### src/logic/spf_pkg.sv
`default_nettype none
package spf_pkg;
	////////////////////////////////////////////////////////////////////////////////
	// frame layout
	localparam logic [7:0] SPF_SYNC_B0 = 8'hfe;
	localparam logic [7:0] SPF_SYNC_B1 = 8'hfa;
	localparam logic [7:0] SPF_SYNC_B2_DEF = 8'h31;
	localparam logic [7:0] SPF_SYNC_B2_ALT_A = 8'h30;
	localparam logic [7:0] SPF_SYNC_B2_ALT_B = 8'h32;
	localparam logic [15:0] SPF_LEN_OFS = 16'h0003;
	localparam logic [15:0] SPF_TYPE_OFS = 16'h0005;
	localparam logic [15:0] SPF_DATA_OFS = 16'h0006;
	localparam logic [15:0] SPF_MIN_LEN = 16'h0007;
	localparam logic [15:0] SPF_MAX_DATA = 16'hfff8;
	localparam logic [15:0] SPF_LAST_DATA_BACK = 16'h0002;
	localparam int SPF_BYTE_W = 8;
	localparam int SPF_FIFO_DEPTH = 16;
	////////////////////////////////////////////////////////////////////////////////
	// primitive fields
	localparam logic [3:0] SPF_LEN_B8 = 4'h1;
	localparam logic [3:0] SPF_LEN_B16 = 4'h2;
	localparam logic [3:0] SPF_LEN_B32 = 4'h4;
	localparam logic [3:0] SPF_ACD_MAX_LEN = 4'hf;
	localparam logic [7:0] SPF_ASCII_ZERO = 8'h30;
	localparam logic [7:0] SPF_ASCII_NINE = 8'h39;
	localparam logic [7:0] SPF_ASCII_SPACE = 8'h20;
	localparam logic [7:0] SPF_ASCII_MINUS = 8'h2d;
	localparam logic [7:0] SPF_ASCII_PLUS = 8'h2b;
	////////////////////////////////////////////////////////////////////////////////
	// program entries
	localparam logic [7:0] SPF_OP_EMPTY = 8'h00;
	localparam logic [7:0] SPF_OP_SOUND = 8'h01;
	localparam logic [7:0] SPF_OP_TEST = 8'h02;
	localparam logic [7:0] SPF_OP_EQUAL = 8'h03;
	localparam logic [15:0] SPF_EMPTY_ENTRY_LEN = 16'h0001;
	localparam logic [15:0] SPF_LAYOUT_UNKNOWN = 16'h0000;

	typedef enum logic [2:0] {
		SPF_K_U8 = 3'b000, SPF_K_S8 = 3'b001, SPF_K_U16 = 3'b010, SPF_K_S16 = 3'b011,
		SPF_K_U32 = 3'b100, SPF_K_S32 = 3'b101, SPF_K_ACD_U = 3'b110, SPF_K_ACD_S = 3'b111
	} spf_kind_t;
	typedef enum logic [2:0] {
		SPF_PROG_EMPTY = 3'b000, SPF_PROG_SOUND = 3'b001, SPF_PROG_TEST = 3'b010,
		SPF_PROG_EQUAL = 3'b011, SPF_PROG_UNKNOWN = 3'b100
	} spf_prog_t;
	typedef enum logic [3:0] {
		SPF_TX_IDLE = 4'h0, SPF_TX_SYNC0 = 4'h1, SPF_TX_SYNC1 = 4'h2, SPF_TX_SYNC2 = 4'h3,
		SPF_TX_LEN0 = 4'h4, SPF_TX_LEN1 = 4'h5, SPF_TX_TYPE = 4'h6, SPF_TX_DATA = 4'h7,
		SPF_TX_CSUM = 4'h8
	} spf_tx_state_t;
	typedef enum logic [2:0] {
		SPF_RX_HUNT0 = 3'b000, SPF_RX_HUNT1 = 3'b001, SPF_RX_HUNT2 = 3'b010, SPF_RX_LEN0 = 3'b011,
		SPF_RX_LEN1 = 3'b100, SPF_RX_TYPE = 3'b101, SPF_RX_DATA = 3'b110, SPF_RX_CSUM = 3'b111
	} spf_rx_state_t;

	function automatic logic [3:0] spf_elem_len(input spf_kind_t kind, input logic [3:0] acd_len);
		unique case (kind)
			SPF_K_U8, SPF_K_S8: return SPF_LEN_B8;
			SPF_K_U16, SPF_K_S16: return SPF_LEN_B16;
			SPF_K_U32, SPF_K_S32: return SPF_LEN_B32;
			SPF_K_ACD_U, SPF_K_ACD_S: return (acd_len == 4'h0) ? SPF_LEN_B8 : acd_len;
		endcase
	endfunction : spf_elem_len

	// element i of an array, or a packed structure member, sits at base + i * len
	function automatic logic [15:0] spf_field_ofs(input logic [15:0] base, input logic [15:0] index,
		input logic [3:0] elen);
		return base + index * {12'h000, elen};
	endfunction : spf_field_ofs

	function automatic logic [31:0] spf_sign_ext(input logic [31:0] raw, input spf_kind_t kind);
		unique case (kind)
			SPF_K_S8: return {{24{raw[7]}}, raw[7:0]};
			SPF_K_S16: return {{16{raw[15]}}, raw[15:0]};
			default: return raw;
		endcase
	endfunction : spf_sign_ext

	function automatic logic spf_is_digit(input logic [7:0] b);
		return (b >= SPF_ASCII_ZERO) && (b <= SPF_ASCII_NINE);
	endfunction : spf_is_digit

	function automatic logic [31:0] spf_mul10(input logic [31:0] a);
		return {a[28:0], 3'b000} + {a[30:0], 1'b0};
	endfunction : spf_mul10

	function automatic spf_prog_t spf_op_decode(input logic [7:0] op);
		unique case (op)
			SPF_OP_EMPTY: return SPF_PROG_EMPTY;
			SPF_OP_SOUND: return SPF_PROG_SOUND;
			SPF_OP_TEST: return SPF_PROG_TEST;
			SPF_OP_EQUAL: return SPF_PROG_EQUAL;
			default: return SPF_PROG_UNKNOWN;
		endcase
	endfunction : spf_op_decode
endpackage : spf_pkg
`default_nettype wire

### src/logic/spf_stream_if.sv
`default_nettype none
interface spf_stream_if #(parameter int WIDTH = 8);
	logic valid;
	logic ready;
	logic [WIDTH-1:0] data;
	modport src (output valid, output data, input ready);
	modport snk (input valid, input data, output ready);
endinterface : spf_stream_if
`default_nettype wire

### src/logic/spf_framer.sv
`default_nettype none
module spf_framer import spf_pkg::*; #(
	parameter logic BIG_ENDIAN = 1'b0
) (
	// clock and reset
	input wire logic core_clk,
	input wire logic reset,
	// configuration
	input wire logic [7:0] sync_third,
	// transmit command
	input wire logic tx_start,
	input wire logic [7:0] tx_type,
	input wire logic [15:0] tx_data_len,
	output logic tx_busy,
	output logic tx_done,
	output logic tx_refused,
	// transmit data in
	input wire logic tx_in_valid,
	input wire logic [7:0] tx_in_data,
	output logic tx_in_ready,
	// link out
	output logic link_tx_valid,
	output logic [7:0] link_tx_data,
	input wire logic link_tx_ready,
	// link in
	input wire logic link_rx_valid,
	input wire logic [7:0] link_rx_data,
	// received payload
	output logic rx_frame_start,
	output logic [15:0] rx_length,
	output logic [7:0] rx_type,
	output logic rx_data_valid,
	output logic [7:0] rx_data,
	output logic [15:0] rx_data_index,
	output logic rx_frame_ok,
	output logic rx_err_checksum,
	output logic rx_err_short,
	// field extraction
	input wire logic [2:0] fld_kind,
	input wire logic [3:0] fld_acd_len,
	input wire logic [15:0] fld_base,
	input wire logic [15:0] fld_index,
	output logic [31:0] fld_value,
	output logic fld_valid,
	output logic fld_format_error,
	// program entry decode
	input wire logic [15:0] prog_base,
	output var spf_prog_t prog_kind,
	output logic prog_valid,
	output logic prog_empty,
	output logic [15:0] prog_layout_len
);
	////////////////////////////////////////////////////////////////////////////////
	// transmit data fifo
	spf_stream_if #(.WIDTH(SPF_BYTE_W)) tx_fill ();
	spf_stream_if #(.WIDTH(SPF_BYTE_W)) tx_drain ();

	assign tx_fill.valid = tx_in_valid;
	assign tx_fill.data = tx_in_data;
	assign tx_in_ready = tx_fill.ready;

	spf_fifo #(.WIDTH(SPF_BYTE_W), .DEPTH(SPF_FIFO_DEPTH)) u_tx_fifo (
		.core_clk(core_clk),
		.reset(reset),
		.fill(tx_fill.snk),
		.drain(tx_drain.src)
	);

	////////////////////////////////////////////////////////////////////////////////
	// transmit framing
	spf_tx_state_t tx_state_q;
	logic [15:0] tx_total_q;
	logic [15:0] tx_left_q;
	logic [7:0] tx_type_q;
	logic [7:0] tx_sync2_q;
	logic [7:0] tx_sum_q;
	logic out_valid_q;
	logic [7:0] out_data_q;
	logic tx_done_q;
	logic tx_refused_q;
	logic load_ok;
	logic tx_accept;
	logic tx_emit;
	logic [7:0] tx_byte;

	// the output byte is a register; a new byte loads when it is empty or being taken
	assign load_ok = !out_valid_q || link_tx_ready;
	assign tx_accept = tx_start && (tx_state_q == SPF_TX_IDLE) && (tx_data_len <= SPF_MAX_DATA);
	assign tx_drain.ready = (tx_state_q == SPF_TX_DATA) && load_ok;

	always_comb begin
		tx_byte = 8'h00;
		tx_emit = 1'b0;
		unique case (tx_state_q)
			SPF_TX_IDLE: begin
				tx_emit = 1'b0;
			end
			SPF_TX_SYNC0: begin
				tx_byte = SPF_SYNC_B0;
				tx_emit = load_ok;
			end
			SPF_TX_SYNC1: begin
				tx_byte = SPF_SYNC_B1;
				tx_emit = load_ok;
			end
			SPF_TX_SYNC2: begin
				tx_byte = tx_sync2_q;
				tx_emit = load_ok;
			end
			SPF_TX_LEN0: begin
				tx_byte = BIG_ENDIAN ? tx_total_q[15:8] : tx_total_q[7:0];
				tx_emit = load_ok;
			end
			SPF_TX_LEN1: begin
				tx_byte = BIG_ENDIAN ? tx_total_q[7:0] : tx_total_q[15:8];
				tx_emit = load_ok;
			end
			SPF_TX_TYPE: begin
				tx_byte = tx_type_q;
				tx_emit = load_ok;
			end
			SPF_TX_DATA: begin
				tx_byte = tx_drain.data;
				tx_emit = load_ok && tx_drain.valid;
			end
			SPF_TX_CSUM: begin
				tx_byte = tx_sum_q;
				tx_emit = load_ok;
			end
			default: begin
				tx_emit = 1'b0;
			end
		endcase
	end

	always_ff @(posedge core_clk or posedge reset) begin
		if (reset) begin
			tx_state_q <= SPF_TX_IDLE;
		end else begin
			unique case (tx_state_q)
				SPF_TX_IDLE: begin
					if (tx_accept) begin
						tx_state_q <= SPF_TX_SYNC0;
					end
				end
				SPF_TX_SYNC0: if (tx_emit) tx_state_q <= SPF_TX_SYNC1;
				SPF_TX_SYNC1: if (tx_emit) tx_state_q <= SPF_TX_SYNC2;
				SPF_TX_SYNC2: if (tx_emit) tx_state_q <= SPF_TX_LEN0;
				SPF_TX_LEN0: if (tx_emit) tx_state_q <= SPF_TX_LEN1;
				SPF_TX_LEN1: if (tx_emit) tx_state_q <= SPF_TX_TYPE;
				SPF_TX_TYPE: begin
					if (tx_emit) begin
						tx_state_q <= (tx_left_q == 16'h0000) ? SPF_TX_CSUM : SPF_TX_DATA;
					end
				end
				SPF_TX_DATA: begin
					if (tx_emit && (tx_left_q == 16'h0001)) begin
						tx_state_q <= SPF_TX_CSUM;
					end
				end
				SPF_TX_CSUM: if (tx_emit) tx_state_q <= SPF_TX_IDLE;
				default: tx_state_q <= SPF_TX_IDLE;
			endcase
		end
	end

	always_ff @(posedge core_clk or posedge reset) begin
		if (reset) begin
			tx_total_q <= 16'h0000;
			tx_left_q <= 16'h0000;
			tx_type_q <= 8'h00;
			tx_sync2_q <= SPF_SYNC_B2_DEF;
		end else if (tx_accept) begin
			tx_total_q <= tx_data_len + SPF_MIN_LEN;
			tx_left_q <= tx_data_len;
			tx_type_q <= tx_type;
			tx_sync2_q <= sync_third;
		end else if (tx_emit && (tx_state_q == SPF_TX_DATA)) begin
			tx_left_q <= tx_left_q - 16'h0001;
		end
	end

	always_ff @(posedge core_clk or posedge reset) begin
		if (reset) begin
			tx_sum_q <= 8'h00;
		end else if (tx_accept) begin
			tx_sum_q <= 8'h00;
		end else if (tx_emit && (tx_state_q != SPF_TX_CSUM)) begin
			tx_sum_q <= tx_sum_q ^ tx_byte;
		end
	end

	always_ff @(posedge core_clk or posedge reset) begin
		if (reset) begin
			out_valid_q <= 1'b0;
			out_data_q <= 8'h00;
		end else if (tx_emit) begin
			out_valid_q <= 1'b1;
			out_data_q <= tx_byte;
		end else if (link_tx_ready) begin
			out_valid_q <= 1'b0;
		end
	end

	always_ff @(posedge core_clk or posedge reset) begin
		if (reset) begin
			tx_done_q <= 1'b0;
			tx_refused_q <= 1'b0;
		end else begin
			tx_done_q <= tx_emit && (tx_state_q == SPF_TX_CSUM);
			tx_refused_q <= tx_start && !tx_accept;
		end
	end

	assign link_tx_valid = out_valid_q;
	assign link_tx_data = out_data_q;
	assign tx_busy = (tx_state_q != SPF_TX_IDLE);
	assign tx_done = tx_done_q;
	assign tx_refused = tx_refused_q;

	////////////////////////////////////////////////////////////////////////////////
	// receive unframing
	spf_rx_state_t rx_state_q;
	logic [15:0] rx_pos_q;
	logic [15:0] rx_len_q;
	logic [7:0] rx_len_first_q;
	logic [7:0] rx_type_q;
	logic [7:0] rx_sum_q;
	logic [15:0] rx_len_now;
	logic [15:0] rx_dofs;
	logic sync_done;
	logic in_data;
	logic csum_good;
	logic csum_bad;
	logic short_bad;

	assign rx_len_now = BIG_ENDIAN ? {rx_len_first_q, link_rx_data} : {link_rx_data, rx_len_first_q};
	assign rx_dofs = rx_pos_q - SPF_DATA_OFS;
	assign sync_done = link_rx_valid && (rx_state_q == SPF_RX_HUNT2) && (link_rx_data == sync_third);
	assign in_data = link_rx_valid && (rx_state_q == SPF_RX_DATA);
	// xor over every byte including the checksum itself comes out zero
	assign csum_good = link_rx_valid && (rx_state_q == SPF_RX_CSUM) && ((rx_sum_q ^ link_rx_data) == 8'h00);
	assign csum_bad = link_rx_valid && (rx_state_q == SPF_RX_CSUM) && ((rx_sum_q ^ link_rx_data) != 8'h00);
	assign short_bad = link_rx_valid && (rx_state_q == SPF_RX_LEN1) && (rx_len_now < SPF_MIN_LEN);

	always_ff @(posedge core_clk or posedge reset) begin
		if (reset) begin
			rx_state_q <= SPF_RX_HUNT0;
		end else if (link_rx_valid) begin
			unique case (rx_state_q)
				SPF_RX_HUNT0: begin
					if (link_rx_data == SPF_SYNC_B0) rx_state_q <= SPF_RX_HUNT1;
				end
				SPF_RX_HUNT1: begin
					if (link_rx_data == SPF_SYNC_B1) rx_state_q <= SPF_RX_HUNT2;
					else if (link_rx_data != SPF_SYNC_B0) rx_state_q <= SPF_RX_HUNT0;
				end
				SPF_RX_HUNT2: begin
					if (sync_done) rx_state_q <= SPF_RX_LEN0;
					else if (link_rx_data == SPF_SYNC_B0) rx_state_q <= SPF_RX_HUNT1;
					else rx_state_q <= SPF_RX_HUNT0;
				end
				SPF_RX_LEN0: rx_state_q <= SPF_RX_LEN1;
				SPF_RX_LEN1: rx_state_q <= short_bad ? SPF_RX_HUNT0 : SPF_RX_TYPE;
				SPF_RX_TYPE: rx_state_q <= (rx_len_q == SPF_MIN_LEN) ? SPF_RX_CSUM : SPF_RX_DATA;
				SPF_RX_DATA: begin
					if (rx_pos_q == (rx_len_q - SPF_LAST_DATA_BACK)) rx_state_q <= SPF_RX_CSUM;
				end
				SPF_RX_CSUM: rx_state_q <= SPF_RX_HUNT0;
			endcase
		end
	end

	always_ff @(posedge core_clk or posedge reset) begin
		if (reset) begin
			rx_pos_q <= 16'h0000;
			rx_sum_q <= 8'h00;
		end else if (sync_done) begin
			rx_pos_q <= SPF_LEN_OFS;
			rx_sum_q <= SPF_SYNC_B0 ^ SPF_SYNC_B1 ^ link_rx_data;
		end else if (link_rx_valid) begin
			rx_pos_q <= rx_pos_q + 16'h0001;
			rx_sum_q <= rx_sum_q ^ link_rx_data;
		end
	end

	always_ff @(posedge core_clk or posedge reset) begin
		if (reset) begin
			rx_len_first_q <= 8'h00;
			rx_len_q <= 16'h0000;
			rx_type_q <= 8'h00;
		end else if (link_rx_valid) begin
			if (rx_state_q == SPF_RX_LEN0) rx_len_first_q <= link_rx_data;
			if (rx_state_q == SPF_RX_LEN1) rx_len_q <= rx_len_now;
			if (rx_state_q == SPF_RX_TYPE) rx_type_q <= link_rx_data;
		end
	end

	// payload bytes go out as they arrive; a later checksum failure cannot recall them
	always_ff @(posedge core_clk or posedge reset) begin
		if (reset) begin
			rx_data_valid <= 1'b0;
			rx_data <= 8'h00;
			rx_data_index <= 16'h0000;
			rx_frame_start <= 1'b0;
			rx_frame_ok <= 1'b0;
			rx_err_checksum <= 1'b0;
			rx_err_short <= 1'b0;
		end else begin
			rx_data_valid <= in_data;
			if (in_data) begin
				rx_data <= link_rx_data;
				rx_data_index <= rx_dofs;
			end
			rx_frame_start <= sync_done;
			rx_frame_ok <= csum_good;
			rx_err_checksum <= csum_bad;
			rx_err_short <= short_bad;
		end
	end

	assign rx_length = rx_len_q;
	assign rx_type = rx_type_q;

	////////////////////////////////////////////////////////////////////////////////
	// field extraction from the data section
	spf_kind_t fld_kind_q;
	logic [15:0] fld_ofs_q;
	logic [3:0] fld_len_q;
	logic [3:0] fld_cnt_q;
	logic [31:0] fld_acc_q;
	logic fld_neg_q;
	logic fld_seen_q;
	logic fld_bad_q;
	logic fld_hit;
	logic fld_acd;

	assign fld_hit = in_data && (rx_dofs >= fld_ofs_q) && (fld_cnt_q < fld_len_q);
	assign fld_acd = (fld_kind_q == SPF_K_ACD_U) || (fld_kind_q == SPF_K_ACD_S);

	always_ff @(posedge core_clk or posedge reset) begin
		if (reset) begin
			fld_kind_q <= SPF_K_U8;
			fld_ofs_q <= 16'h0000;
			fld_len_q <= SPF_LEN_B8;
		end else if (sync_done) begin
			fld_kind_q <= spf_kind_t'(fld_kind);
			fld_ofs_q <= spf_field_ofs(fld_base, fld_index, spf_elem_len(spf_kind_t'(fld_kind), fld_acd_len));
			fld_len_q <= spf_elem_len(spf_kind_t'(fld_kind), fld_acd_len);
		end
	end

	always_ff @(posedge core_clk or posedge reset) begin
		if (reset) begin
			fld_cnt_q <= 4'h0;
			fld_acc_q <= 32'h0000_0000;
			fld_neg_q <= 1'b0;
			fld_seen_q <= 1'b0;
			fld_bad_q <= 1'b0;
		end else if (sync_done) begin
			fld_cnt_q <= 4'h0;
			fld_acc_q <= 32'h0000_0000;
			fld_neg_q <= 1'b0;
			fld_seen_q <= 1'b0;
			fld_bad_q <= 1'b0;
		end else if (fld_hit) begin
			fld_cnt_q <= fld_cnt_q + 4'h1;
			if (!fld_acd) begin
				if (BIG_ENDIAN) fld_acc_q <= {fld_acc_q[23:0], link_rx_data};
				else fld_acc_q[{fld_cnt_q[1:0], 3'b000} +: 8] <= link_rx_data;
			end else if (spf_is_digit(link_rx_data)) begin
				fld_acc_q <= spf_mul10(fld_acc_q) + {28'h000_0000, link_rx_data[3:0]};
				fld_seen_q <= 1'b1;
			end else if ((link_rx_data == SPF_ASCII_SPACE) && !fld_seen_q) begin
				fld_seen_q <= 1'b0;
			end else if ((fld_cnt_q == 4'h0) && (fld_kind_q == SPF_K_ACD_S) &&
				((link_rx_data == SPF_ASCII_MINUS) || (link_rx_data == SPF_ASCII_PLUS))) begin
				fld_neg_q <= (link_rx_data == SPF_ASCII_MINUS);
			end else begin
				fld_bad_q <= 1'b1;
			end
		end
	end

	// results hold the last good frame; a frame that ends early leaves fld_valid low
	always_ff @(posedge core_clk or posedge reset) begin
		if (reset) begin
			fld_value <= 32'h0000_0000;
			fld_valid <= 1'b0;
			fld_format_error <= 1'b0;
		end else if (csum_good) begin
			fld_value <= fld_acd ? (fld_neg_q ? -fld_acc_q : fld_acc_q) : spf_sign_ext(fld_acc_q, fld_kind_q);
			fld_valid <= (fld_cnt_q == fld_len_q) && !fld_bad_q;
			fld_format_error <= fld_bad_q;
		end
	end

	////////////////////////////////////////////////////////////////////////////////
	// program entry decode
	logic [15:0] prog_base_q;
	logic [7:0] prog_op_q;
	logic prog_seen_q;

	always_ff @(posedge core_clk or posedge reset) begin
		if (reset) begin
			prog_base_q <= 16'h0000;
			prog_op_q <= SPF_OP_EMPTY;
			prog_seen_q <= 1'b0;
		end else if (sync_done) begin
			prog_base_q <= prog_base;
			prog_seen_q <= 1'b0;
		end else if (in_data && (rx_dofs == prog_base_q)) begin
			prog_op_q <= link_rx_data;
			prog_seen_q <= 1'b1;
		end
	end

	// the layout length is known only after the selector is decoded
	always_ff @(posedge core_clk or posedge reset) begin
		if (reset) begin
			prog_kind <= SPF_PROG_EMPTY;
			prog_valid <= 1'b0;
			prog_empty <= 1'b0;
			prog_layout_len <= SPF_LAYOUT_UNKNOWN;
		end else if (csum_good) begin
			prog_kind <= spf_op_decode(prog_op_q);
			prog_valid <= prog_seen_q;
			prog_empty <= prog_seen_q && (prog_op_q == SPF_OP_EMPTY);
			prog_layout_len <= (prog_op_q == SPF_OP_EMPTY) ? SPF_EMPTY_ENTRY_LEN : SPF_LAYOUT_UNKNOWN;
		end
	end
endmodule : spf_framer
`default_nettype wire

### src/logic/spf_fifo.sv
`default_nettype none
// depth must be a power of two so the pointers wrap by themselves
module spf_fifo #(
	parameter int WIDTH = 8,
	parameter int DEPTH = 16
) (
	// clock and reset
	input wire logic core_clk,
	input wire logic reset,
	// streams
	spf_stream_if.snk fill,
	spf_stream_if.src drain
);
	localparam int AW = $clog2(DEPTH);
	localparam logic [AW:0] FULL_CNT = (AW+1)'(DEPTH);
	localparam logic [AW:0] EMPTY_CNT = '0;

	logic [WIDTH-1:0] mem_q [DEPTH];
	logic [AW-1:0] wr_ptr_q;
	logic [AW-1:0] rd_ptr_q;
	logic [AW:0] count_q;
	logic push;
	logic pop;

	assign fill.ready = (count_q != FULL_CNT);
	assign drain.valid = (count_q != EMPTY_CNT);
	assign drain.data = mem_q[rd_ptr_q];
	assign push = fill.valid && fill.ready;
	assign pop = drain.valid && drain.ready;

	////////////////////////////////////////////////////////////////////////////////
	always_ff @(posedge core_clk) begin
		if (push) begin
			mem_q[wr_ptr_q] <= fill.data;
		end
	end

	always_ff @(posedge core_clk or posedge reset) begin
		if (reset) begin
			wr_ptr_q <= '0;
			rd_ptr_q <= '0;
		end else begin
			if (push) begin
				wr_ptr_q <= wr_ptr_q + 1'b1;
			end
			if (pop) begin
				rd_ptr_q <= rd_ptr_q + 1'b1;
			end
		end
	end

	always_ff @(posedge core_clk or posedge reset) begin
		if (reset) begin
			count_q <= '0;
		end else if (push && !pop) begin
			count_q <= count_q + 1'b1;
		end else if (pop && !push) begin
			count_q <= count_q - 1'b1;
		end
	end
endmodule : spf_fifo
`default_nettype wire

### config.mk
export PLATFORM = sky130hd
export DESIGN_NAME = spf_framer
export DESIGN_NICKNAME = d
export VERILOG_FILES = /design/src/logic/spf_pkg.sv /design/src/logic/spf_stream_if.sv /design/src/logic/spf_framer.sv /design/src/logic/spf_fifo.sv
export SDC_FILE = /design/constraint.sdc
export NUM_CORES = 1
export LEC_CHECK = 0
export BUFFER_PORTS_ARGS = -buffer_cell sky130_fd_sc_hd__buf_4
export CORE_AREA = 2 2 270 272
export CTS_CLUSTER_SIZE = 20
export DETAILED_ROUTE_END_ITERATION = 12
export DIE_AREA = 0 0 272 274
export PLACE_DENSITY = 0.56
export SETUP_SLACK_MARGIN = 0.4
export SYNTH_ARGS = -nofsm -noshare
export SYNTH_HDL_FRONTEND = slang
export SYNTH_HIERARCHICAL = 1
export SYNTH_SLANG_ARGS = --single-unit
### constraint.sdc
create_clock -name core_clk -period 13.7 [get_ports core_clk]
set_clock_uncertainty 0.1 [all_clocks]
set_input_delay 3.425 -clock core_clk [delete_from_list [all_inputs] [get_ports core_clk]]
set_output_delay 3.425 -clock core_clk [all_outputs]
set_load 0.05 [all_outputs]
# Word-level counts from Yosys, hierarchy flattened
# Memory sizes are Yosys's and may differ from the RTL's.
# Index checks and enable logic that the tools add are counted.
# W data, S select, Z words.
op_classes:
  add_sub_neg: 15
  n_mul: 1
  magnitude_cmp: 6
  n_eq_ne: 59
  n_shift: 2
  mux: 70
  bitwise: 4
  reduce_logical: 75
ops:
  columns: ["op", "n"]
  rows:
  - ["$mux W32", 6]
  - ["$mux W16", 4]
  - ["$pmux W32 S2", 1]
  - ["$pmux W8 S8", 1]
  - ["$mux W4", 14]
  - ["$pmux W4 S9", 1]
  - ["$add A32 B32 Y32", 1]
  - ["$add A32 B4 Y32", 1]
  - ["$bwmux W32", 1]
  - ["$eq A16 B16 Y1", 2]
  - ["$mux W8", 4]
  - ["$neg A32 Y32", 1]
  - ["$shift A8 B7 Y32 const A", 1]
  - ["$shiftx A8 B7 Y32", 1]
  - ["$eq A3 B3 Y1 const B", 10]
  - ["$logic_and A1 B1 Y1", 30]
  - ["$mux W1", 26]
  - ["$ne A2 B2 Y1 const B", 13]
  - ["$eq A8 B6 Y1 const B", 3]
  - ["$pmux W3 S8", 1]
  - ["$reduce_bool A2 Y1", 9]
  - ["$add A16 B1 Y16 const B", 1]
  - ["$add A16 B16 Y16", 1]
  - ["$add A16 B3 Y16 const B", 1]
  - ["58 further kinds", 98]
word_totals:
  ff_bits: 314
  ram_bits: 128
  inputBits: 109
  wordCells: 277
  mem_count: 1
memory_table:
  columns: ["memory", "words", "word_bits", "rd", "rd_ports_with_merged_regs", "write_ports", "line_no", "rtl"]
  rows:
  - ["u_tx_fifo.mem_q", 16, 8, 1, 0, 1, "spf_fifo.sv:18", "logic [WIDTH-1:0] mem_q [DEPTH];"]

# Depth between registers and ports, before layout
# Gate-level depths: netlist (run 1).
logic_depth:
  ltp_word: 9
  ltp_mapped: 20

# Cells and area by module
# The synthesis (run 1) kept the hierarchy.
modules_own_cells:
  columns: ["module", "instances", "cells_each", "area_each_um2"]
  rows:
  - ["spf_framer", 1, 2194, 19150.9]
  - ["spf_fifo", 1, 319, 5774.3]

# Least setup slack after synthesis (run 1)
# Ideal clock, no wire load.
synth_timing:
  kind: "input to register"
  startpoint: "input port fld_acd_len[1]"
  endpoint: "register fld_ofs_q[12]"
  setup_ps: 134
  arrival_ps: 7617
  setup_slack_ps: 5849
  stages: 17
  cell_sequence: "inv_1 > a21boi_0 > clkbuf_1 > nand2_1 > fa_1 > fa_1 > fa_1 > inv_1 > ha_1 > a21oi_1 > o21ai_0 > a21o_1 > a2111oi_0 > o21bai_1 > a21oi_1 > xor2_1 > o21ai_0"
synth_via:
  elab_chain_len: 6
synth_lines:
  columns: ["item", "line_no", "rtl"]
  rows:
  - ["start, declared", "spf_framer.sv:40", "input wire logic [3:0] fld_acd_len,"]
  - ["$logic_not A4 Y1", "spf_pkg.sv:61", "SPF_K_ACD_U, SPF_K_ACD_S: return (acd_len == 4'h0) ? SPF_LEN_B8 : acd_len;"]
  - ["$mux W4 *", "spf_pkg.sv:61", null]
  - ["$pmux W4 S4 *", "spf_pkg.sv:57", "unique case (kind)"]
  - ["$mux W4 *", "spf_framer.sv:346", "end else if (sync_done) begin"]
  - ["$mul A16 B4 Y16 *", "spf_pkg.sv:68", "return base + index * {12'h000, elen};"]
  - ["$add A16 B16 Y16 *", "spf_pkg.sv:68", null]
  - ["end signal, assigned", "spf_framer.sv:348", "fld_ofs_q <= spf_field_ofs(fld_base, fld_index, spf_elem_len(spf_kind_t'(fld_kind), fld_acd_len));"]
  - ["end, declared", "spf_framer.sv:328", "logic [15:0] fld_ofs_q;"]
# Mark *: on every way between the ends. The rest lies on a longest branch, timed or not. The select of a mux whose other input is x is not followed.
# A chain may end at the register's enable or synchronous reset.

# Final worst setup path (run 1)
layout_timing:
  startpoint: "input port fld_kind[1]"
  endpoint: "register fld_ofs_q[12]"
layout_via:
  elab_chain_len: 6
layout_lines:
  columns: ["item", "line_no", "rtl"]
  rows:
  - ["start, declared", "spf_framer.sv:39", "input wire logic [2:0] fld_kind,"]
  - ["$eq A3 B3 Y1 (tied with other cells)", "spf_pkg.sv:57", null]
  - ["$reduce_or A2 Y1", "spf_pkg.sv:57", null]
  - ["$pmux W4 S4 *", "spf_pkg.sv:57", null]
  - ["$mux W4 *", "spf_framer.sv:346", null]
  - ["$mul A16 B4 Y16 *", "spf_pkg.sv:68", null]
  - ["$add A16 B16 Y16 *", "spf_pkg.sv:68", null]
# Marks and branches as above.

==> impl_metrics.json, run 1 <==
{
  "status": "completed",
  "register_area_um2": 11300,
  "finalNetCount": 2938,
  "startpoint_type": "input pin",
  "ys_warn_count": 6,
  "avgViaCountPerCell": 5.21,
  "ant_nets": 0,
  "wire_per_inst_um": 18.5,
  "layout-drive-gt1-share_pct": 15.2,
  "whs_path_depth": 2,
  "antenna_found_initial": 0,
  "initial_core_util_pct": 34.6,
  "rr_worst_depth": 14,
  "cts_sinks": 427,
  "final_max_slew_viol_count": 0,
  "drt-initial-drc-count": 1334,
  "fill_cells": 7010,
  "area_growth_syn_to_layout_pct": 16.1,
  "holdPathEnd": "prog_kind[1]",
  "synth_area_um2": 24900,
  "leakagePower_nw": 12.9,
  "multi_input_area_um2": 12500,
  "wirelength_mm": 67.8,
  "powerDensity_nw_per_um2": 192,
  "yosysSeqAreaShare_pct": 45.5,
  "setup_tns_ps": 0,
  "gr-total-overflow": 0,
  "dieWidth_um": 272,
  "antenna_cells": 0,
  "ys_top_cells_by_area": "dfrtp_1, edfxtp_1, nand2_1",
  "rows": 99,
  "worstReg2RegStart": "rx_pos_q[1]",
  "yosys.area.top_type": "dfrtp_1",
  "hpwl_mm": 48.9,
  "cp.arrival_ps": 8200,
  "route.vias.total": 19105,
  "synth-edff-count": 128,
  "period_share_pct": 57.3,
  "max_freq_ghz": 0.127,
  "portBuffers": 214,
  "endpoint_kind": "flop",
  "dieArea_um2": 74500,
  "cts_setup_buffers": 0,
  "drc": 0,
  "synth-main-ff-cell": "dfrtp_1",
  "clk_pin_slew_worst_paths_ps": 60,
  "ir_drop_mv": 0.0972,
  "maxCapViolCount": 0,
  "cts_inserted_buffers": 48,
  "grt_util_all_layers_pct": 18.1,
  "cts_max_level": 2,
  "hold_path.startpoint": "prog_kind[1]",
  "clk_path_buf_depth": 3,
  "worstPathRequired_ps": 14050,
  "async_reset_ff_share_pct": 70.0,
  "tritoncts": "yes",
  "cts_hold_buf": 0,
  "synth_cells": 2513,
  "avgSynthCellArea_um2": 9.92,
  "holdCritPathClass": "flop to flop",
  "final.min_clock_period_ps": 7840,
  "cts-root-buf": "clkbuf_16",
  "setup-violations-final": 0,
  "final-hold-violation-count": 0,
  "worstSkewPairLatency_ps": 600,
  "worstPathMaxFanout": 14,
  "grt_pass1_vias": 19400,
  "tightestPinTransition_ps": 1190,
  "cts-resized-gates": 0,
  "netlist.area_leader.share_pct": 29.6,
  "die_y_um": 274,
  "rsz0062_at_grt": "no",
  "hold_ws_ps": 373,
  "timing_worst_setup_path_type": "input pin to flop",
  "grt_pass1_wl_mm": 108,
  "dr.pass1.iters": 6,
  "relSlewSlack_pct": 18.8,
  "core-area_um2": 72000,
  "gp_congestion": 0.921,
  "grt_max_degree": 125,
  "r2r-end": "fld_acc_q[13]",
  "ys_ff_latch": 427,
  "io_pins": 230,
  "ys_types": 88,
  "ff2ff_setup_slack_ps": 8810
}
-- area by class of cell --
type	count	area share, %
Inverter	126	1.66
Timing Repair Buffer	236	6.12
Clock inverter	24	1.14
Sequential cell	427	39.2
Tap cell	959	4.15
Clock buffer	65	4.51
Multi-Input combinational cell	1832	43.3
-- power by group --
part / leakage (nW) / internal (W) / switching, W
Sequential: 5.00 / 0.00161 / 0.000340
Combinational: 7.07 / 0.000898 / 0.00136
Clock: 0.795 / 0.000789 / 0.000552
Total: 12.9 / 0.00330 / 0.00225
-- synthesized netlist by cell type (all sizes together), types with 8 or more instances --
| cell | n |
|---|---|
| a211oi | 16 |
| a21o | 23 |
| a21oi | 105 |
| a221oi | 23 |
| a22oi | 11 |
| a31oi | 32 |
| and2 | 55 |
| and3 | 23 |
| buf | 42 |
| clkbuf | 100 |
| dfrtp | 295 |
| edfxtp | 128 |
| fa | 41 |
| ha | 117 |
| inv | 126 |
| mux2 | 48 |
| mux2i | 38 |
| mux4 | 16 |
| nand2 | 400 |
| nand2b | 23 |
| nand3 | 46 |
| nand4 | 24 |
| nor2 | 162 |
| nor2b | 16 |
| nor3 | 55 |
| nor3b | 9 |
| nor4 | 14 |
| o211ai | 17 |
| o21ai | 165 |
| o21bai | 9 |
| o221ai | 11 |
| o22ai | 8 |
| o31ai | 11 |
| or3 | 24 |
| or4 | 12 |
| xnor2 | 98 |
| xor2 | 80 |
-- state kept, by name, summed over array words and instances, names as in the netlist, 16 cells and up --
signal / count
u_tx_fifo/mem_q: 128
fld_acc_q: 32
fld_value: 32
fld_ofs_q: 16
prog_base_q: 16
rx_data_index: 16
rx_length: 16
rx_pos_q: 16
tx_left_q: 16
tx_total_q: 16
-- worst max path at each step --
stage                           start       endpoint  slack [ps]  depth (start not counted)
after global placement    fld_kind[1]  fld_ofs_q[12]        5480                         16
after CTS                 fld_kind[1]  fld_ofs_q[12]        5900                         16
after detailed placement  fld_kind[1]  fld_ofs_q[12]        5250                         16
final                     fld_kind[1]  fld_ofs_q[12]        5860                         16
after global routing      fld_kind[1]  fld_ofs_q[12]        5610                         16
after floorplan                 reset   fld_acc_q[0]        2290                          1
-- per-layer routing --
layer	vias up	global-route usage [%]	wire length [um]
met5	-	0	0
met4	0	5.06	1600
met3	118	2.90	3670
met2	561	30.0	31800
met1	9314	24.5	30700
li1	9112	-	-
-- critical path: stages --
cell       delay [ps]
buf_4             110
and3_1            430
nand2_1           140
fa_1              530
fa_1              520
fa_1              520
inv_1              40
ha_1              320
a21oi_1           250
o21ai_0           130
a21o_1            180
a2111oi_0        1000
o21bai_1          120
a21oi_1           220
xor2_1            160
o21ai_0            90
-- layout by cell type (no fill, tap or decap), types with 13 or more instances in the layout --
| cell | count |
|---|---|
| buf_4 | 236 |
| ha_1 | 117 |
| nand2b_1 | 23 |
| mux2i_1 | 38 |
| o211ai_1 | 17 |
| fa_1 | 41 |
| a31oi_1 | 32 |
| or3_1 | 23 |
| and3_1 | 21 |
| nand4_1 | 24 |
| xnor2_1 | 98 |
| mux4_2 | 16 |
| nand2_1 | 399 |
| a21o_1 | 23 |
| clkbuf_1 | 13 |
| nor3_1 | 53 |
| a221oi_1 | 21 |
| nor2b_1 | 16 |
| xor2_1 | 80 |
| edfxtp_1 | 128 |
| clkbuf_16 | 48 |
| nor4_1 | 13 |
| a211oi_1 | 15 |
| nor2_1 | 161 |
| o21ai_0 | 162 |
| mux2_2 | 40 |
| dfrtp_1 | 294 |
| conb_1 | 15 |
| a21oi_1 | 104 |
| inv_1 | 125 |
| nand3_1 | 44 |
| and2_1 | 54 |
-- through the flow --
step | utilization (%) | area [um^2] | instances | worst slack (ps) | power, W
2_1_floorplan | - | 25000 | 2527 | 2290 | 0.00360
3_3_place_gp | 37.9 | 27300 | 3580 | 5480 | 0.00418
3_5_place_dp | 37.9 | 27300 | 3580 | 5250 | 0.00423
4_1_cts | 40.2 | 28900 | 3669 | 5900 | 0.00560
5_1_grt | 40.2 | 28900 | 3669 | 5610 | 0.00593
6_report | 40.2 | 28900 | 3669 | 5860 | 0.00555
-- kinds of logic (layout without fill, tap and decap cells) --
kind of cell	Yosys count	after routing	share of synthesized area, %
buffers and inverters	268	451	4.64
XOR/XNOR	178	178	6.25
flip-flops	427	427	45.5
AND/OR/NAND/NOR	879	879	16.3
multiplexers	102	102	5.26
other	1	15	0.0150
AO/OA/AOI/OAI	500	500	12.9
adder cells (fa/ha/maj)	158	158	9.17
(Power assumes the default switching activity.)
==> run 2, diff against run 1 <==
--- a/config.mk
+++ b/config.mk
@@ -5,12 +5,13 @@
 export SDC_FILE = /design/constraint.sdc
 export NUM_CORES = 1
 export LEC_CHECK = 0
+export ABC_AREA = 1
 export BUFFER_PORTS_ARGS = -buffer_cell sky130_fd_sc_hd__buf_4
-export CORE_AREA = 2 2 270 272
+export CORE_AREA = 2 2 284 286
 export CTS_CLUSTER_SIZE = 20
 export DETAILED_ROUTE_END_ITERATION = 12
-export DIE_AREA = 0 0 272 274
-export PLACE_DENSITY = 0.56
+export DIE_AREA = 0 0 286 288
+export PLACE_DENSITY = 0.55
 export SETUP_SLACK_MARGIN = 0.4
 export SYNTH_ARGS = -nofsm -noshare
 export SYNTH_HDL_FRONTEND = slang
==> constraint.sdc (replaced) <==
create_clock -name core_clk -period 8.09 [get_ports core_clk]
set_clock_uncertainty 0.1 [all_clocks]
set_input_delay 2.0225 -clock core_clk [delete_from_list [all_inputs] [get_ports core_clk]]
set_output_delay 2.0225 -clock core_clk [all_outputs]
set_load 0.05 [all_outputs]
==> run 2 against run 1 <==
Effect of this change:
- core utilization is 0.32 points lower
- critical endpoint is now fld_ofs_q[11]
- design area is 9.8% higher
- sequential power is 46% higher
==> impl_metrics.json, run 2 <==
{
  "worstPathRequired_ps": 8440,
  "initial_core_util_pct": 34.5,
  "stdcell_count": 4927,
  "leakagePower_nw": 15.9,
  "wl_met1_mm": 40.7,
  "layout_common_cells": "nand2_1, inv_1, nor2_1, dfrtp_1, nand3_1",
  "grt_util_all_layers_pct": 20.0,
  "core-area_um2": 79600,
  "ys_ff_latch": 427,
  "grt_pass1_wl_mm": 130,
  "wl_met2_mm": 37.4,
  "reg_top3": "u_tx_fifo/mem_q x128, fld_acc_q x32, fld_value x32",
  "gr-total-overflow": 0,
  "gp_congestion": 0.886,
  "period_share_pct": 75.6,
  "slowest_delay_ps": 550,
  "wire_per_inst_um": 16.9,
  "tightestPinTransition_ps": 994,
  "hpwl_mm": 61.3,
  "cts_hold_buf": 0,
  "antenna_found_initial": 2,
  "layout-drive-gt1-share_pct": 10.3,
  "async_reset_ff_share_pct": 70.0,
  "relSlewSlack_pct": 33.7,
  "pwr-share-seq_pct": 36.4,
  "portBuffers": 214,
  "cts_setup_buffers": 0,
  "avgViaCountPerCell": 4.86,
  "clk_path_buf_depth": 3,
  "die_y_um": 288,
  "dr.pass1.iters": 5,
  "ys_types": 64,
  "top_layer": "met5",
  "cts-root-buf": "clkbuf_16",
  "final.min_clock_period_ps": 6110,
  "final_max_slew_viol_count": 0,
  "powerDensity_nw_per_um2": 247,
  "p_int_w": 0.00483,
  "p_sw_share_pct": 38.3,
  "tritoncts": "yes",
  "synth-main-ff-cell": "dfrtp_1",
  "worstPathMaxFanout": 10,
  "ys_top_cells_by_count": "nand2_1, inv_1, nor2_1",
  "rows": 104,
  "p_sw_w": 0.00300,
  "ys_top_cells_by_area": "dfrtp_1, nand2_1, edfxtp_1",
  "synth-edff-count": 128,
  "placed_cells": 4827,
  "finalNetCount": 4089,
  "crit_chain": "buf_4, nand2_1, nor2_1, clkinv_1, nor2_1, fa_1, fa_1, inv_1, fa_1, inv_1, ha_1, nand3_1, nand3_1, inv_1, o21ai_0, nand2_1, nand2_1, inv_1, nor2_1, o21ai_0, nand3_1, o21ai_0",
  "area_growth_syn_to_layout_pct": 15.5,
  "worstSkewPairLatency_ps": 600,
  "regMostFlops": "u_tx_fifo/mem_q",
  "cts_inserted_buffers": 53,
  "drc": 0,
  "drt-initial-drc-count": 1907,
  "ff2ff_setup_slack_ps": 4250,
  "dieWidth_um": 286,
  "cts-resized-gates": 0,
  "yosys.area.top_type": "dfrtp_1",
  "cp.arrival_ps": 6470,
  "io_pins": 230,
  "cp_top_family": "adder cells",
  "setup_tns_ps": 0,
  "route.vias.total": 23925,
  "max_freq_ghz": 0.164,
  "synth_cells": 3644,
  "cts_sinks": 427,
  "combPwrFrac_pct": 32.9,
  "cts_max_level": 2,
  "status": "completed",
  "largest_reg_flops": 128,
  "timing_worst_setup_path_type": "input pin to flop",
  "wirelength_mm": 83.4,
  "wl_met3_mm": 3.92,
  "slowest_stage": "fa_1",
  "clkPwrFrac_pct": 30.8,
  "yosysSeqAreaShare_pct": 41.2,
  "grt_max_degree": 157,
  "path_buf_inv": 6,
  "ant_nets": 0,
  "clk_pin_slew_worst_paths_ps": 60,
  "setup-violations-final": 0,
  "grt_pass1_vias": 22678,
  "ir_drop_mv": 0.134,
  "ys_warn_count": 6,
  "endpoint_kind": "flop",
  "maxCapViolCount": 0,
  "final-hold-violation-count": 0,
  "holdCritPathClass": "flop to flop",
  "startpoint_type": "input pin",
  "rsz0062_at_grt": "no",
  "synth_area_um2": 27500,
  "layout_commonest_cell": "nand2_1",
  "cpMostUsedCell": "inv_1",
  "avgSynthCellArea_um2": 7.54,
  "yosysMostFrequentCell": "nand2_1",
  "netlist.area_leader.share_pct": 26.9,
  "fill_cells": 8382,
  "dieArea_um2": 82400
}
==> run 2: power by group through the flow <==
stage,Combinational [W],Sequential (W),Clock [W]
floorplan,0.00182,0.00291,0
global placement,0.00256,0.00288,0
detailed placement,0.00259,0.00288,0
CTS,0.00260,0.00285,0.00248
global route,0.00293,0.00289,0.00257
finish,0.00257,0.00285,0.00241
==> run 2: layer usage <==
layer	global-route usage, %	vias to the layer above
met5	0	-
met4	4.20	2
met3	2.79	97
met2	31.6	506
met1	29.1	11302
li1	-	12018
==> run 2: final cells by class <==
class / instances / area [um^2] / area share [%]
inverter: 477 / 1800 / 5.67
clock inverter: 27 / 268 / 0.843
tap: 1060 / 1330 / 4.18
clock buffer: 72 / 1500 / 4.72
multi-input combinational: 2636 / 13800 / 43.5
timing repair buffer: 227 / 1730 / 5.44
sequential: 427 / 11300 / 35.7
antenna: 1 / 2.50 / 0.00788
==> run 2: worst register-to-register path, cell delays in order, from the launching register on <==
cell and delay [ps]:
dfrtp_1 480, ha_1 270, inv_1 110, nand2_2 110
nor2_2 180, nand2_2 120, xnor2_2 160, ha_1 300
nand2_1 100, nor3_1 350, nand3_1 120, nand3_1 210
nand2_2 140, nand2_2 180, nand3_1 480, o21ai_0 340
==> run 2: per-stage QoR <==
stage	total power [W]	area [um^2]	hold slack [ps]	setup slack (ps)	util (%)
global placement	0.00544	30000	359	1440	37.7
CTS	0.00793	31800	374	2010	39.9
floorplan	0.00472	27500	348	2180	-
detailed placement	0.00547	30000	363	1380	37.7
global route	0.00839	31800	397	1620	39.9
finish	0.00783	31800	373	1980	39.9
==> run 2: logic make-up after synthesis <==
group	Yosys count	synth area share, %
flip-flops	427	41.2
AO/OA/AOI/OAI	417	8.43
XOR/XNOR	106	3.59
AND/OR/NAND/NOR	1940	29.6
adder cells (fa/ha/maj)	158	8.31
other	1	0.0136
buffers and inverters	595	8.79
==> run 2: worst paths after layout <==
check,startpoint,endpoint,cells past startpoint
worst max-delay path,fld_kind[2],fld_ofs_q[11],22
worst min-delay path,tx_sync2_q[4],tx_sync2_q[4],2
worst max register to register,rx_pos_q[1],fld_acc_q[26],15
worst min register to register,tx_sync2_q[4],tx_sync2_q[4],2
max in group asynchronous,reset,fld_value[24],3
min in group asynchronous,reset,u_tx_fifo/count_q[3],2
